--- src/hw/osc_cal_pkg.sv ---
// Purpose: Shared constants for the oscillator digital calibration block.
// Assumes: Register addresses are byte offsets on the device register port.
// Notes:   Period lengths are powers of two counted in stage ticks.
package osc_cal_pkg;

  // Register offsets.
  localparam logic [7:0] ADDR_XT_TRIM   = 8'h14;
  localparam logic [7:0] ADDR_RC_UPPER  = 8'h15;
  localparam logic [7:0] ADDR_RC_LOWER  = 8'h16;
  localparam logic [7:0] ADDR_OSC_STATE = 8'h1D;

  // Field positions.
  localparam int XT_COARSE_BIT  = 7;
  localparam int XT_COUNT_W     = 7;
  localparam int RC_RANGE_LSB   = 6;
  localparam int RC_HIGH_W      = 6;
  localparam int RC_COUNT_W     = 14;
  localparam int EXT_TRIM_LSB   = 6;
  localparam int OSC_SRC_BIT    = 4;
  localparam int FAIL_BIT       = 1;

  // Values after reset.
  localparam logic [7:0] REG_RESET  = 8'h00;
  localparam logic [1:0] EXT_RESET  = 2'h0;

  // Stage rates and the longest calibration periods, in hertz and seconds.
  localparam int XT_STAGE_HZ        = 16384;
  localparam int XT_PERIOD_S        = 32;
  localparam int RC_STAGE_HZ        = 64;
  localparam int RC_PERIOD_S        = 8192;
  // Both longest periods hold the same count of stage ticks.
  localparam int PERIOD_TICKS       = XT_STAGE_HZ * XT_PERIOD_S;
  localparam int PERIOD_BITS        = $clog2(PERIOD_TICKS);

  // Pulses removed per extended trim step: 64 per 32 s, 32 per 16 s.
  localparam logic [15:0] EXT_PULSES_NORMAL = 16'h0040;
  localparam logic [15:0] EXT_PULSES_COARSE = 16'h0020;

  // Magnitude of a signed trim, used by both paths.
  function automatic logic [14:0] trim_magnitude(input logic signed [15:0] v);
    logic [15:0] m;
    m = v[15] ? 16'(-v) : 16'(v);
    return m[14:0];
  endfunction

endpackage

--- src/hw/cal_pulse_spreader.sv ---
// Purpose: Spreads a count of corrections evenly over one calibration period.
// Assumes: Magnitude and period shift only change at a period boundary.
// Notes:   Period length is 2**(PERIOD_BITS - period_shift) stage ticks.
`timescale 1ns/1ps
module cal_pulse_spreader #(
  parameter int PERIOD_BITS = 19,
  parameter int MAG_W       = 15
) (
  // Clock and reset
  input  wire logic             clk_sys,
  input  wire logic             rst_n,
  // Stage timing
  input  wire logic             enable,
  input  wire logic             stage_tick,
  input  wire logic [1:0]       period_shift,
  input  wire logic [MAG_W-1:0] magnitude,
  // Results
  output logic                  corr,
  output logic                  period_end
);

  logic [PERIOD_BITS-1:0] tick_cnt_reg;
  logic [PERIOD_BITS-1:0] tick_cnt_next;
  logic [PERIOD_BITS:0]   acc_reg;
  logic [PERIOD_BITS:0]   acc_next;
  wire  [PERIOD_BITS:0]   len_w;
  wire  [PERIOD_BITS+1:0] sum_w;
  wire  [PERIOD_BITS+1:0] rem_w;

  // Accumulator overflows exactly magnitude times per period and ends at zero.
  assign len_w      = {1'b1, {PERIOD_BITS{1'b0}}} >> period_shift;
  assign sum_w      = {1'b0, acc_reg} + (PERIOD_BITS+2)'(magnitude);
  assign rem_w      = sum_w - {1'b0, len_w};
  assign corr       = stage_tick && (sum_w >= {1'b0, len_w});
  assign period_end = stage_tick && ({1'b0, tick_cnt_reg} == len_w - 1'b1);

  always_comb begin
    tick_cnt_next = tick_cnt_reg;
    acc_next      = acc_reg;
    if (!enable) begin
      tick_cnt_next = '0;
      acc_next      = '0;
    end else if (period_end) begin
      tick_cnt_next = '0;
      acc_next      = '0;
    end else if (stage_tick) begin
      tick_cnt_next = tick_cnt_reg + 1'b1;
      acc_next      = corr ? rem_w[PERIOD_BITS:0] : sum_w[PERIOD_BITS:0];
    end
  end

  always_ff @(posedge clk_sys or negedge rst_n) begin
    if (!rst_n) begin
      tick_cnt_reg <= '0;
      acc_reg      <= '0;
    end else begin
      tick_cnt_reg <= tick_cnt_next;
      acc_reg      <= acc_next;
    end
  end

endmodule

--- src/hw/cal_stage_editor.sv ---
// Purpose: Divides a fast tick by two and gates or inserts one stage pulse.
// Assumes: A correction is flagged on a base tick and applies to the next cycle.
// Notes:   An inserted pulse lands on the half-cycle edge, so jitter stays
//          within one stage period.
`timescale 1ns/1ps
module cal_stage_editor (
  // Clock and reset
  input  wire logic clk_sys,
  input  wire logic rst_n,
  // Fast level ticks
  input  wire logic enable,
  input  wire logic fast_tick,
  // Correction request
  input  wire logic corr,
  input  wire logic corr_add,
  // Stage ticks
  output logic      base_tick,
  output logic      out_tick
);

  logic phase_reg;
  logic phase_next;
  logic pend_reg;
  logic pend_next;
  logic pend_add_reg;
  logic pend_add_next;
  logic out_tick_reg;
  logic out_tick_next;
  wire  gate_w;
  wire  add_w;

  assign base_tick     = fast_tick & phase_reg;
  assign gate_w        = pend_reg & ~pend_add_reg;
  assign add_w         = pend_reg & pend_add_reg;
  assign phase_next    = enable & (fast_tick ? ~phase_reg : phase_reg);
  // A new correction wins over the clear of the one just applied.
  assign pend_next     = enable & (corr | (pend_reg & ~base_tick));
  assign pend_add_next = corr ? corr_add : pend_add_reg;
  assign out_tick_next = enable & fast_tick & (phase_reg ? ~gate_w : add_w);
  assign out_tick      = out_tick_reg;

  always_ff @(posedge clk_sys or negedge rst_n) begin
    if (!rst_n) begin
      phase_reg    <= 1'b0;
      pend_reg     <= 1'b0;
      pend_add_reg <= 1'b0;
      out_tick_reg <= 1'b0;
    end else begin
      phase_reg    <= phase_next;
      pend_reg     <= pend_next;
      pend_add_reg <= pend_add_next;
      out_tick_reg <= out_tick_next;
    end
  end

endmodule

--- src/hw/osc_digital_cal.sv ---
// Purpose: Distributed digital calibration of the crystal and RC timebases.
// Assumes: Oscillator level clocks arrive asynchronously and are far slower
//          than clk_sys; the register port and autocal logic share clk_sys.
// Notes:   Trim edits take effect at the next period boundary of the path.
`timescale 1ns/1ps

module osc_digital_cal
  import osc_cal_pkg::*;
#(
  parameter int PERIOD_W = PERIOD_BITS
) (
  // Clock and reset
  input  wire logic       clk_sys,
  input  wire logic       rst_n,
  // Oscillator levels and source
  input  wire logic       xt_clk_in,
  input  wire logic       rc_clk_in,
  input  wire logic       oscillator_source_select,
  // Factory calibration values
  input  wire logic [7:0] factory_xt_trim,
  input  wire logic [7:0] factory_rc_upper,
  input  wire logic [7:0] factory_rc_lower,
  // Register port
  input  wire logic [7:0] reg_addr,
  input  wire logic       reg_wr_en,
  input  wire logic [7:0] reg_wdata,
  output logic      [7:0] reg_rdata,
  // Autocalibration results
  input  wire logic       autocal_done,
  input  wire logic       autocal_fail,
  input  wire logic [7:0] autocal_rc_upper,
  input  wire logic [7:0] autocal_rc_lower,
  // Calibrated stage ticks and period end
  output logic            xt_cal_tick,
  output logic            rc_cal_tick,
  output logic            cal_period_end
);

  logic [7:0]  xt_trim_reg;
  logic [7:0]  rc_upper_reg;
  logic [7:0]  rc_lower_reg;
  logic [1:0]  ext_trim_reg;
  logic        fail_flag_reg;
  logic        load_pending_reg;
  logic [7:0]  xt_shadow_reg;
  logic [7:0]  xt_shadow_next;
  logic [1:0]  ext_shadow_reg;
  logic [1:0]  ext_shadow_next;
  logic [15:0] rc_shadow_reg;
  logic [15:0] rc_shadow_next;
  logic [7:0]  rdata_reg;
  logic [7:0]  rdata_next;
  logic        period_end_reg;
  logic [2:0]  xt_sync_reg;
  logic [2:0]  rc_sync_reg;

  wire         wr_xt;
  wire         wr_rcu;
  wire         wr_rcl;
  wire         wr_osc;
  wire         autocal_ok;
  wire [7:0]   xt_trim_next;
  wire [7:0]   rc_upper_next;
  wire [7:0]   rc_lower_next;
  wire [1:0]   ext_trim_next;
  wire         fail_flag_next;
  wire         xt_enable;
  wire         rc_enable;
  wire         xt_fast_tick;
  wire         rc_fast_tick;
  wire signed [15:0] xt_net;
  wire signed [15:0] rc_net;
  wire [15:0]  ext_pulses;
  wire [14:0]  xt_mag;
  wire [14:0]  rc_mag;
  wire         xt_base_tick;
  wire         rc_base_tick;
  wire         xt_corr;
  wire         rc_corr;
  wire         xt_period_end;
  wire         rc_period_end;

  // Register write decode.
  assign wr_xt  = reg_wr_en && (reg_addr == ADDR_XT_TRIM);
  assign wr_rcu = reg_wr_en && (reg_addr == ADDR_RC_UPPER);
  assign wr_rcl = reg_wr_en && (reg_addr == ADDR_RC_LOWER);
  assign wr_osc = reg_wr_en && (reg_addr == ADDR_OSC_STATE);
  assign autocal_ok = autocal_done && !autocal_fail;

  // A host write in the same cycle as an autocal result wins the register.
  assign xt_trim_next  = wr_xt ? reg_wdata : xt_trim_reg;
  assign rc_upper_next = wr_rcu ? reg_wdata :
                         autocal_ok ? autocal_rc_upper : rc_upper_reg;
  assign rc_lower_next = wr_rcl ? reg_wdata :
                         autocal_ok ? autocal_rc_lower : rc_lower_reg;
  assign ext_trim_next = wr_osc ? reg_wdata[EXT_TRIM_LSB +: 2] : ext_trim_reg;
  // A failure in the cycle of a clearing write still leaves the flag set.
  assign fail_flag_next = (autocal_done && autocal_fail) ||
                          (fail_flag_reg && !(wr_osc && !reg_wdata[FAIL_BIT]));

  always_ff @(posedge clk_sys or negedge rst_n) begin
    if (!rst_n) begin
      load_pending_reg <= 1'b1;
      xt_trim_reg      <= REG_RESET;
      rc_upper_reg     <= REG_RESET;
      rc_lower_reg     <= REG_RESET;
    end else if (load_pending_reg) begin
      load_pending_reg <= 1'b0;
      xt_trim_reg      <= factory_xt_trim;
      rc_upper_reg     <= factory_rc_upper;
      rc_lower_reg     <= factory_rc_lower;
    end else begin
      xt_trim_reg      <= xt_trim_next;
      rc_upper_reg     <= rc_upper_next;
      rc_lower_reg     <= rc_lower_next;
    end
  end

  always_ff @(posedge clk_sys or negedge rst_n) begin
    if (!rst_n) begin
      ext_trim_reg  <= EXT_RESET;
      fail_flag_reg <= 1'b0;
    end else begin
      ext_trim_reg  <= ext_trim_next;
      fail_flag_reg <= fail_flag_next;
    end
  end

  // Oscillator levels: two flops, then an edge flop that reads only the second.
  always_ff @(posedge clk_sys or negedge rst_n) begin
    if (!rst_n) begin
      xt_sync_reg <= 3'h0;
      rc_sync_reg <= 3'h0;
    end else begin
      xt_sync_reg <= {xt_sync_reg[1:0], xt_clk_in};
      rc_sync_reg <= {rc_sync_reg[1:0], rc_clk_in};
    end
  end

  assign xt_enable    = !oscillator_source_select;
  assign rc_enable    = oscillator_source_select;
  assign xt_fast_tick = xt_enable && xt_sync_reg[1] && !xt_sync_reg[2];
  assign rc_fast_tick = rc_enable && rc_sync_reg[1] && !rc_sync_reg[2];

  // Shadows hold the trim of the period in progress so a write cannot
  // disturb its count; an idle path follows the registers directly.
  assign xt_shadow_next  = load_pending_reg ? factory_xt_trim :
                           (xt_period_end || !xt_enable) ? xt_trim_reg :
                           xt_shadow_reg;
  assign ext_shadow_next = (xt_period_end || !xt_enable) ? ext_trim_reg :
                           ext_shadow_reg;
  assign rc_shadow_next  = load_pending_reg ? {factory_rc_upper, factory_rc_lower} :
                           (rc_period_end || !rc_enable) ?
                           {rc_upper_reg, rc_lower_reg} : rc_shadow_reg;

  always_ff @(posedge clk_sys or negedge rst_n) begin
    if (!rst_n) begin
      xt_shadow_reg  <= REG_RESET;
      ext_shadow_reg <= EXT_RESET;
      rc_shadow_reg  <= {REG_RESET, REG_RESET};
    end else begin
      xt_shadow_reg  <= xt_shadow_next;
      ext_shadow_reg <= ext_shadow_next;
      rc_shadow_reg  <= rc_shadow_next;
    end
  end

  // Net crystal correction: signed count less the extended pulls.
  assign ext_pulses = xt_shadow_reg[XT_COARSE_BIT] ?
                      16'(ext_shadow_reg) * EXT_PULSES_COARSE :
                      16'(ext_shadow_reg) * EXT_PULSES_NORMAL;
  assign xt_net = $signed({{(16-XT_COUNT_W){xt_shadow_reg[XT_COUNT_W-1]}},
                           xt_shadow_reg[XT_COUNT_W-1:0]}) -
                  $signed(ext_pulses);
  assign rc_net = $signed({{(16-RC_COUNT_W){rc_shadow_reg[RC_COUNT_W-1]}},
                           rc_shadow_reg[RC_COUNT_W-1:0]});
  assign xt_mag = trim_magnitude(xt_net);
  assign rc_mag = trim_magnitude(rc_net);

  // Crystal path: 32.768 kHz edges feed the 16.384 kHz stage.
  cal_stage_editor u_xt_edit (
    .clk_sys   (clk_sys),
    .rst_n     (rst_n),
    .enable    (xt_enable),
    .fast_tick (xt_fast_tick),
    .corr      (xt_corr),
    .corr_add  (!xt_net[15]),
    .base_tick (xt_base_tick),
    .out_tick  (xt_cal_tick)
  );

  // Period of 2**19 ticks (32 s) or 2**18 ticks (16 s) in coarse mode.
  cal_pulse_spreader #(
    .PERIOD_BITS (PERIOD_W),
    .MAG_W       (15)
  ) u_xt_spread (
    .clk_sys      (clk_sys),
    .rst_n        (rst_n),
    .enable       (xt_enable),
    .stage_tick   (xt_base_tick),
    .period_shift ({1'b0, xt_shadow_reg[XT_COARSE_BIT]}),
    .magnitude    (xt_mag),
    .corr         (xt_corr),
    .period_end   (xt_period_end)
  );

  // RC path: 128 Hz edges feed the 64 Hz stage.
  cal_stage_editor u_rc_edit (
    .clk_sys   (clk_sys),
    .rst_n     (rst_n),
    .enable    (rc_enable),
    .fast_tick (rc_fast_tick),
    .corr      (rc_corr),
    .corr_add  (!rc_net[15]),
    .base_tick (rc_base_tick),
    .out_tick  (rc_cal_tick)
  );

  // Range 0..3 shortens the 8192 s period by halves and doubles the step.
  cal_pulse_spreader #(
    .PERIOD_BITS (PERIOD_W),
    .MAG_W       (15)
  ) u_rc_spread (
    .clk_sys      (clk_sys),
    .rst_n        (rst_n),
    .enable       (rc_enable),
    .stage_tick   (rc_base_tick),
    .period_shift (rc_shadow_reg[8+RC_RANGE_LSB +: 2]),
    .magnitude    (rc_mag),
    .corr         (rc_corr),
    .period_end   (rc_period_end)
  );

  // Read data is registered, so it follows the address by one cycle.
  assign rdata_next = (reg_addr == ADDR_XT_TRIM)  ? xt_trim_reg :
                      (reg_addr == ADDR_RC_UPPER) ? rc_upper_reg :
                      (reg_addr == ADDR_RC_LOWER) ? rc_lower_reg :
                      (reg_addr == ADDR_OSC_STATE) ?
                      {ext_trim_reg, 1'b0, oscillator_source_select, 2'b00,
                       fail_flag_reg, 1'b0} : 8'h00;

  always_ff @(posedge clk_sys or negedge rst_n) begin
    if (!rst_n) begin
      rdata_reg      <= 8'h00;
      period_end_reg <= 1'b0;
    end else begin
      rdata_reg      <= rdata_next;
      period_end_reg <= xt_period_end || rc_period_end;
    end
  end

  assign reg_rdata      = rdata_reg;
  assign cal_period_end = period_end_reg;
endmodule

--- config.mk ---
export PLATFORM = sky130hd
export DESIGN_NAME = osc_digital_cal
export DESIGN_NICKNAME = d
export VERILOG_FILES = /design/src/hw/osc_cal_pkg.sv /design/src/hw/cal_pulse_spreader.sv /design/src/hw/cal_stage_editor.sv /design/src/hw/osc_digital_cal.sv
export SDC_FILE = /design/constraint.sdc
export NUM_CORES = 1
export LEC_CHECK = 0
export BUFFER_PORTS_ARGS = -buffer_cell sky130_fd_sc_hd__buf_2
export CAP_MARGIN = 20
export CORE_ASPECT_RATIO = 0.9
export CORE_MARGIN = 2
export CORE_UTILIZATION = 55
export CTS_CLUSTER_DIAMETER = 150
export CTS_CLUSTER_SIZE = 8
export DETAILED_ROUTE_END_ITERATION = 7
export PLACE_DENSITY_LB_ADDON = 0.2
export SLEW_MARGIN = 10
export SYNTH_ARGS = -nofsm -noshare
export SYNTH_HDL_FRONTEND = slang
export SYNTH_SLANG_ARGS = --single-unit
export TNS_END_PERCENT = 5
--- constraint.sdc ---
create_clock -name clk_sys -period 13.3 [get_ports clk_sys]
set_input_delay 3.99 -clock clk_sys [delete_from_list [all_inputs] [get_ports clk_sys]]
set_output_delay 3.99 -clock clk_sys [all_outputs]
set_load 0.02 [all_outputs]
==> results.md <==
- Status: finished, final reports clean
- Ys Warns: 0
- Final Skew: 0.0123 ns
- Critical path startpoint: oscillator_source_select
- Routability cong.: 0.864
- # H-tree levels: 4
- Post-synth EDFFs: 0
- Crit path to: u_rc_spread.acc_reg[9]
- Reg2Reg Depth: 24
- DR DRC count: 0
- Sequential area share after synthesis: 42.0%
- CTS tree: yes
- Vias/cell: 5.81
- Sink Count: 155
- Max_slew headroom: 25.6%
- Worst r2r src: xt_shadow_reg[7]
- Die X: 141 µm
- Cell area after synthesis: 9250 µm²
- FF-to-FF End: u_xt_edit.pend_add_reg
- Reg2Reg Setup Slack: 7.29 ns
- Post-synth top area cell: dfrtp_1
- Main synth FF type: dfrtp_1
- Setup-failing EPs final: 0
- Die Ht: 127 µm
- Vias in the first global route: 7228
- Worst setup SP type: input pin
- Overflow after GRT: 0
- RSZ-0062 raised after global routing: false
- Max-cap violations: 0
- Layout cell share with drive strength beyond 1: 13.0%
- Pin count of the biggest net entering global routing: 103
- Hold_buf cts: 0
- Area growth syn-to-layout: 12.8%
- Pleak: 4.83 nW
- Setup bufs post-CTS: 0
- Worst-path fanout max: 53
- I/O Buffers: 74
- Setup TNS: 0 ns
- CP Data Required Time: 13.61 ns
- Routed WL per cell: 16.5 µm
- CTS Buf Count: 17
- Synth cell count leaders: 163 x nand2_1, 154 x dfrtp_1, 112 x nor2_1
- Clock transition at the registers of the reported paths: 0.06 ns
- First-pass GRT wire length: 36100 µm
- Max frequency: 0.156 GHz
- Initial drt markers: 569
- HPWL Detailed: 15000 µm
- Max clock buf depth: 2
- Worst hold slack: 0.355 ns
- Final max-slew violation count: 0
- Final hold violation count: 0
- Crit end category: register
- Worst EP arrival: 6.71 ns
- Dominant cells by area after synthesis: dfrtp_1 42%, nand2_1 6.6%, ha_1 6.2%
- Antenna cells: 0
- Count of cell types in the netlist: 74
- IO Count: 75
- Post-synth top area share: 41.7%
- Tmin final: 6.40 ns
- Router iterations before antenna repair: 8
- Vias: 7647
- Placement Rows: 44
- Yosys reg bits: 155
- Final Net Count: 1209
- DIE AREA: 17900 µm²
- # fillers: 1362
- Slew @ Worst Pin: 1.11 ns
- Post-Synthesis Cells: 1028
- Post-synthesis async set-or-reset flop share: 100%
- Most frequent cell after synthesis: nand2_1
- Final ANT Viol Nets: 0
- Initial antenna violation count: 0
- Hold Path Class: register to register
- VDD IR max: 0.0915 mV
- Total core area: 16300 µm²
- Wirelength, routed: 21700 µm
- Post-Syn Area per Cell: 9.00 µm²
- PD cells: 119 nW/µm²
- Post-CTS Resized: 0
- CTS Root Cell: clkbuf_16
- Worst-skew pair later-pin latency: 0.44 ns
- Total track usage: 25.3%
- Crit Path Category: input pin to register
- Final Cycle Share: 48.1%
- Initial Util: 56.8%
-- how the worst min path moves through the flow --
stage | startpoint | endpoint | slack (ns) | cells past startpoint
final | xt_sync_reg[0] | xt_sync_reg[1] | 0.35 | 0
after global routing | xt_sync_reg[0] | xt_sync_reg[1] | 0.37 | 0
after CTS | xt_sync_reg[0] | xt_sync_reg[1] | 0.36 | 0
after detailed placement | xt_sync_reg[0] | xt_sync_reg[1] | 0.35 | 0
after global placement | xt_sync_reg[0] | xt_sync_reg[1] | 0.34 | 0
after floorplan | rc_sync_reg[0] | rc_sync_reg[1] | 0.33 | 0
-- cells by family (layout without fill, tap and decap cells) --
group,after synthesis,after routing,share of synthesized area [%]
simple gates,412,412,20.3
compound gates,231,231,16.8
flops,155,155,42.0
xor+xnor,75,75,7.18
buf+inv,71,146,2.98
fa+ha+maj,49,49,6.87
mux,34,34,3.84
other cells,1,7,0.0405
-- routing by layer --
layer	global-route usage, %	share of wire [%]
met5	0	0
met2	36.9	44
met1	37.9	49
met4	7.76	2.1
met3	5.62	4.9
-- critical path, stage by stage --
cell	delay (ns)
buf_2	0.28
nand2_1	0.11
nor2_1	0.10
ha_1	0.15
buf_4	0.35
nand3_1	0.21
nor3_1	0.24
o21ai_0	0.25
nand2_1	0.14
buf_4	0.50
nor4b_1	0.10
a31oi_1	0.17
nand3_1	0.10
-- placed cells by master, fill, tap and decap left out, types with 5 or more instances in the layout --
master,instances
xor2_1,33
a21oi_1,36
and3_1,12
conb_1,7
mux2i_1,22
a31oi_1,47
buf_2,73
buf_4,5
nand2b_1,12
nor3_1,16
dfrtp_1,154
o21a_1,10
and2_1,11
nor2b_1,14
a21o_1,19
ha_1,46
nor2_1,112
clkbuf_16,17
or3_1,12
o21ai_0,39
inv_1,33
nand3_1,24
nand4_1,10
nand2_1,163
o31ai_1,9
a211oi_1,18
or2_2,8
xnor2_1,41
mux2_2,12
-- per-stage QoR --
step           setup WS (ns)  total power [mW]  cells  cell area (µm²)  utilization [%]
4_1_cts                 6.91              1.25   1316            10400             64.0
3_3_place_gp            6.60             0.716   1284             9800             60.1
3_5_place_dp            6.46             0.722   1284             9800             60.1
2_1_floorplan           7.01             0.663   1034             9270                -
6_report                6.90              1.24   1316            10400             64.0
5_1_grt                 6.59              1.30   1316            10400             64.0
-- final cells by class --
class                           count  area (µm²)  area share [%]
Sequential cell                   155        3880            37.2
Multi-Input combinational cell    808        5120            49.0
Tap cell                          207         259            2.48
Inverter                           35         131            1.26
Timing Repair Buffer               79         414            3.97
Clock buffer                       18         439            4.21
Clock inverter                     14         194            1.86
-- power by group --
group / switching [mW] / internal [mW] / total [mW]
Sequential: 0.0238 / 0.494 / 0.518
Combinational: 0.115 / 0.0824 / 0.198
Clock: 0.208 / 0.320 / 0.527
Total: 0.347 / 0.896 / 1.24
No activity file was read; power rests on OpenSTA's default activity.
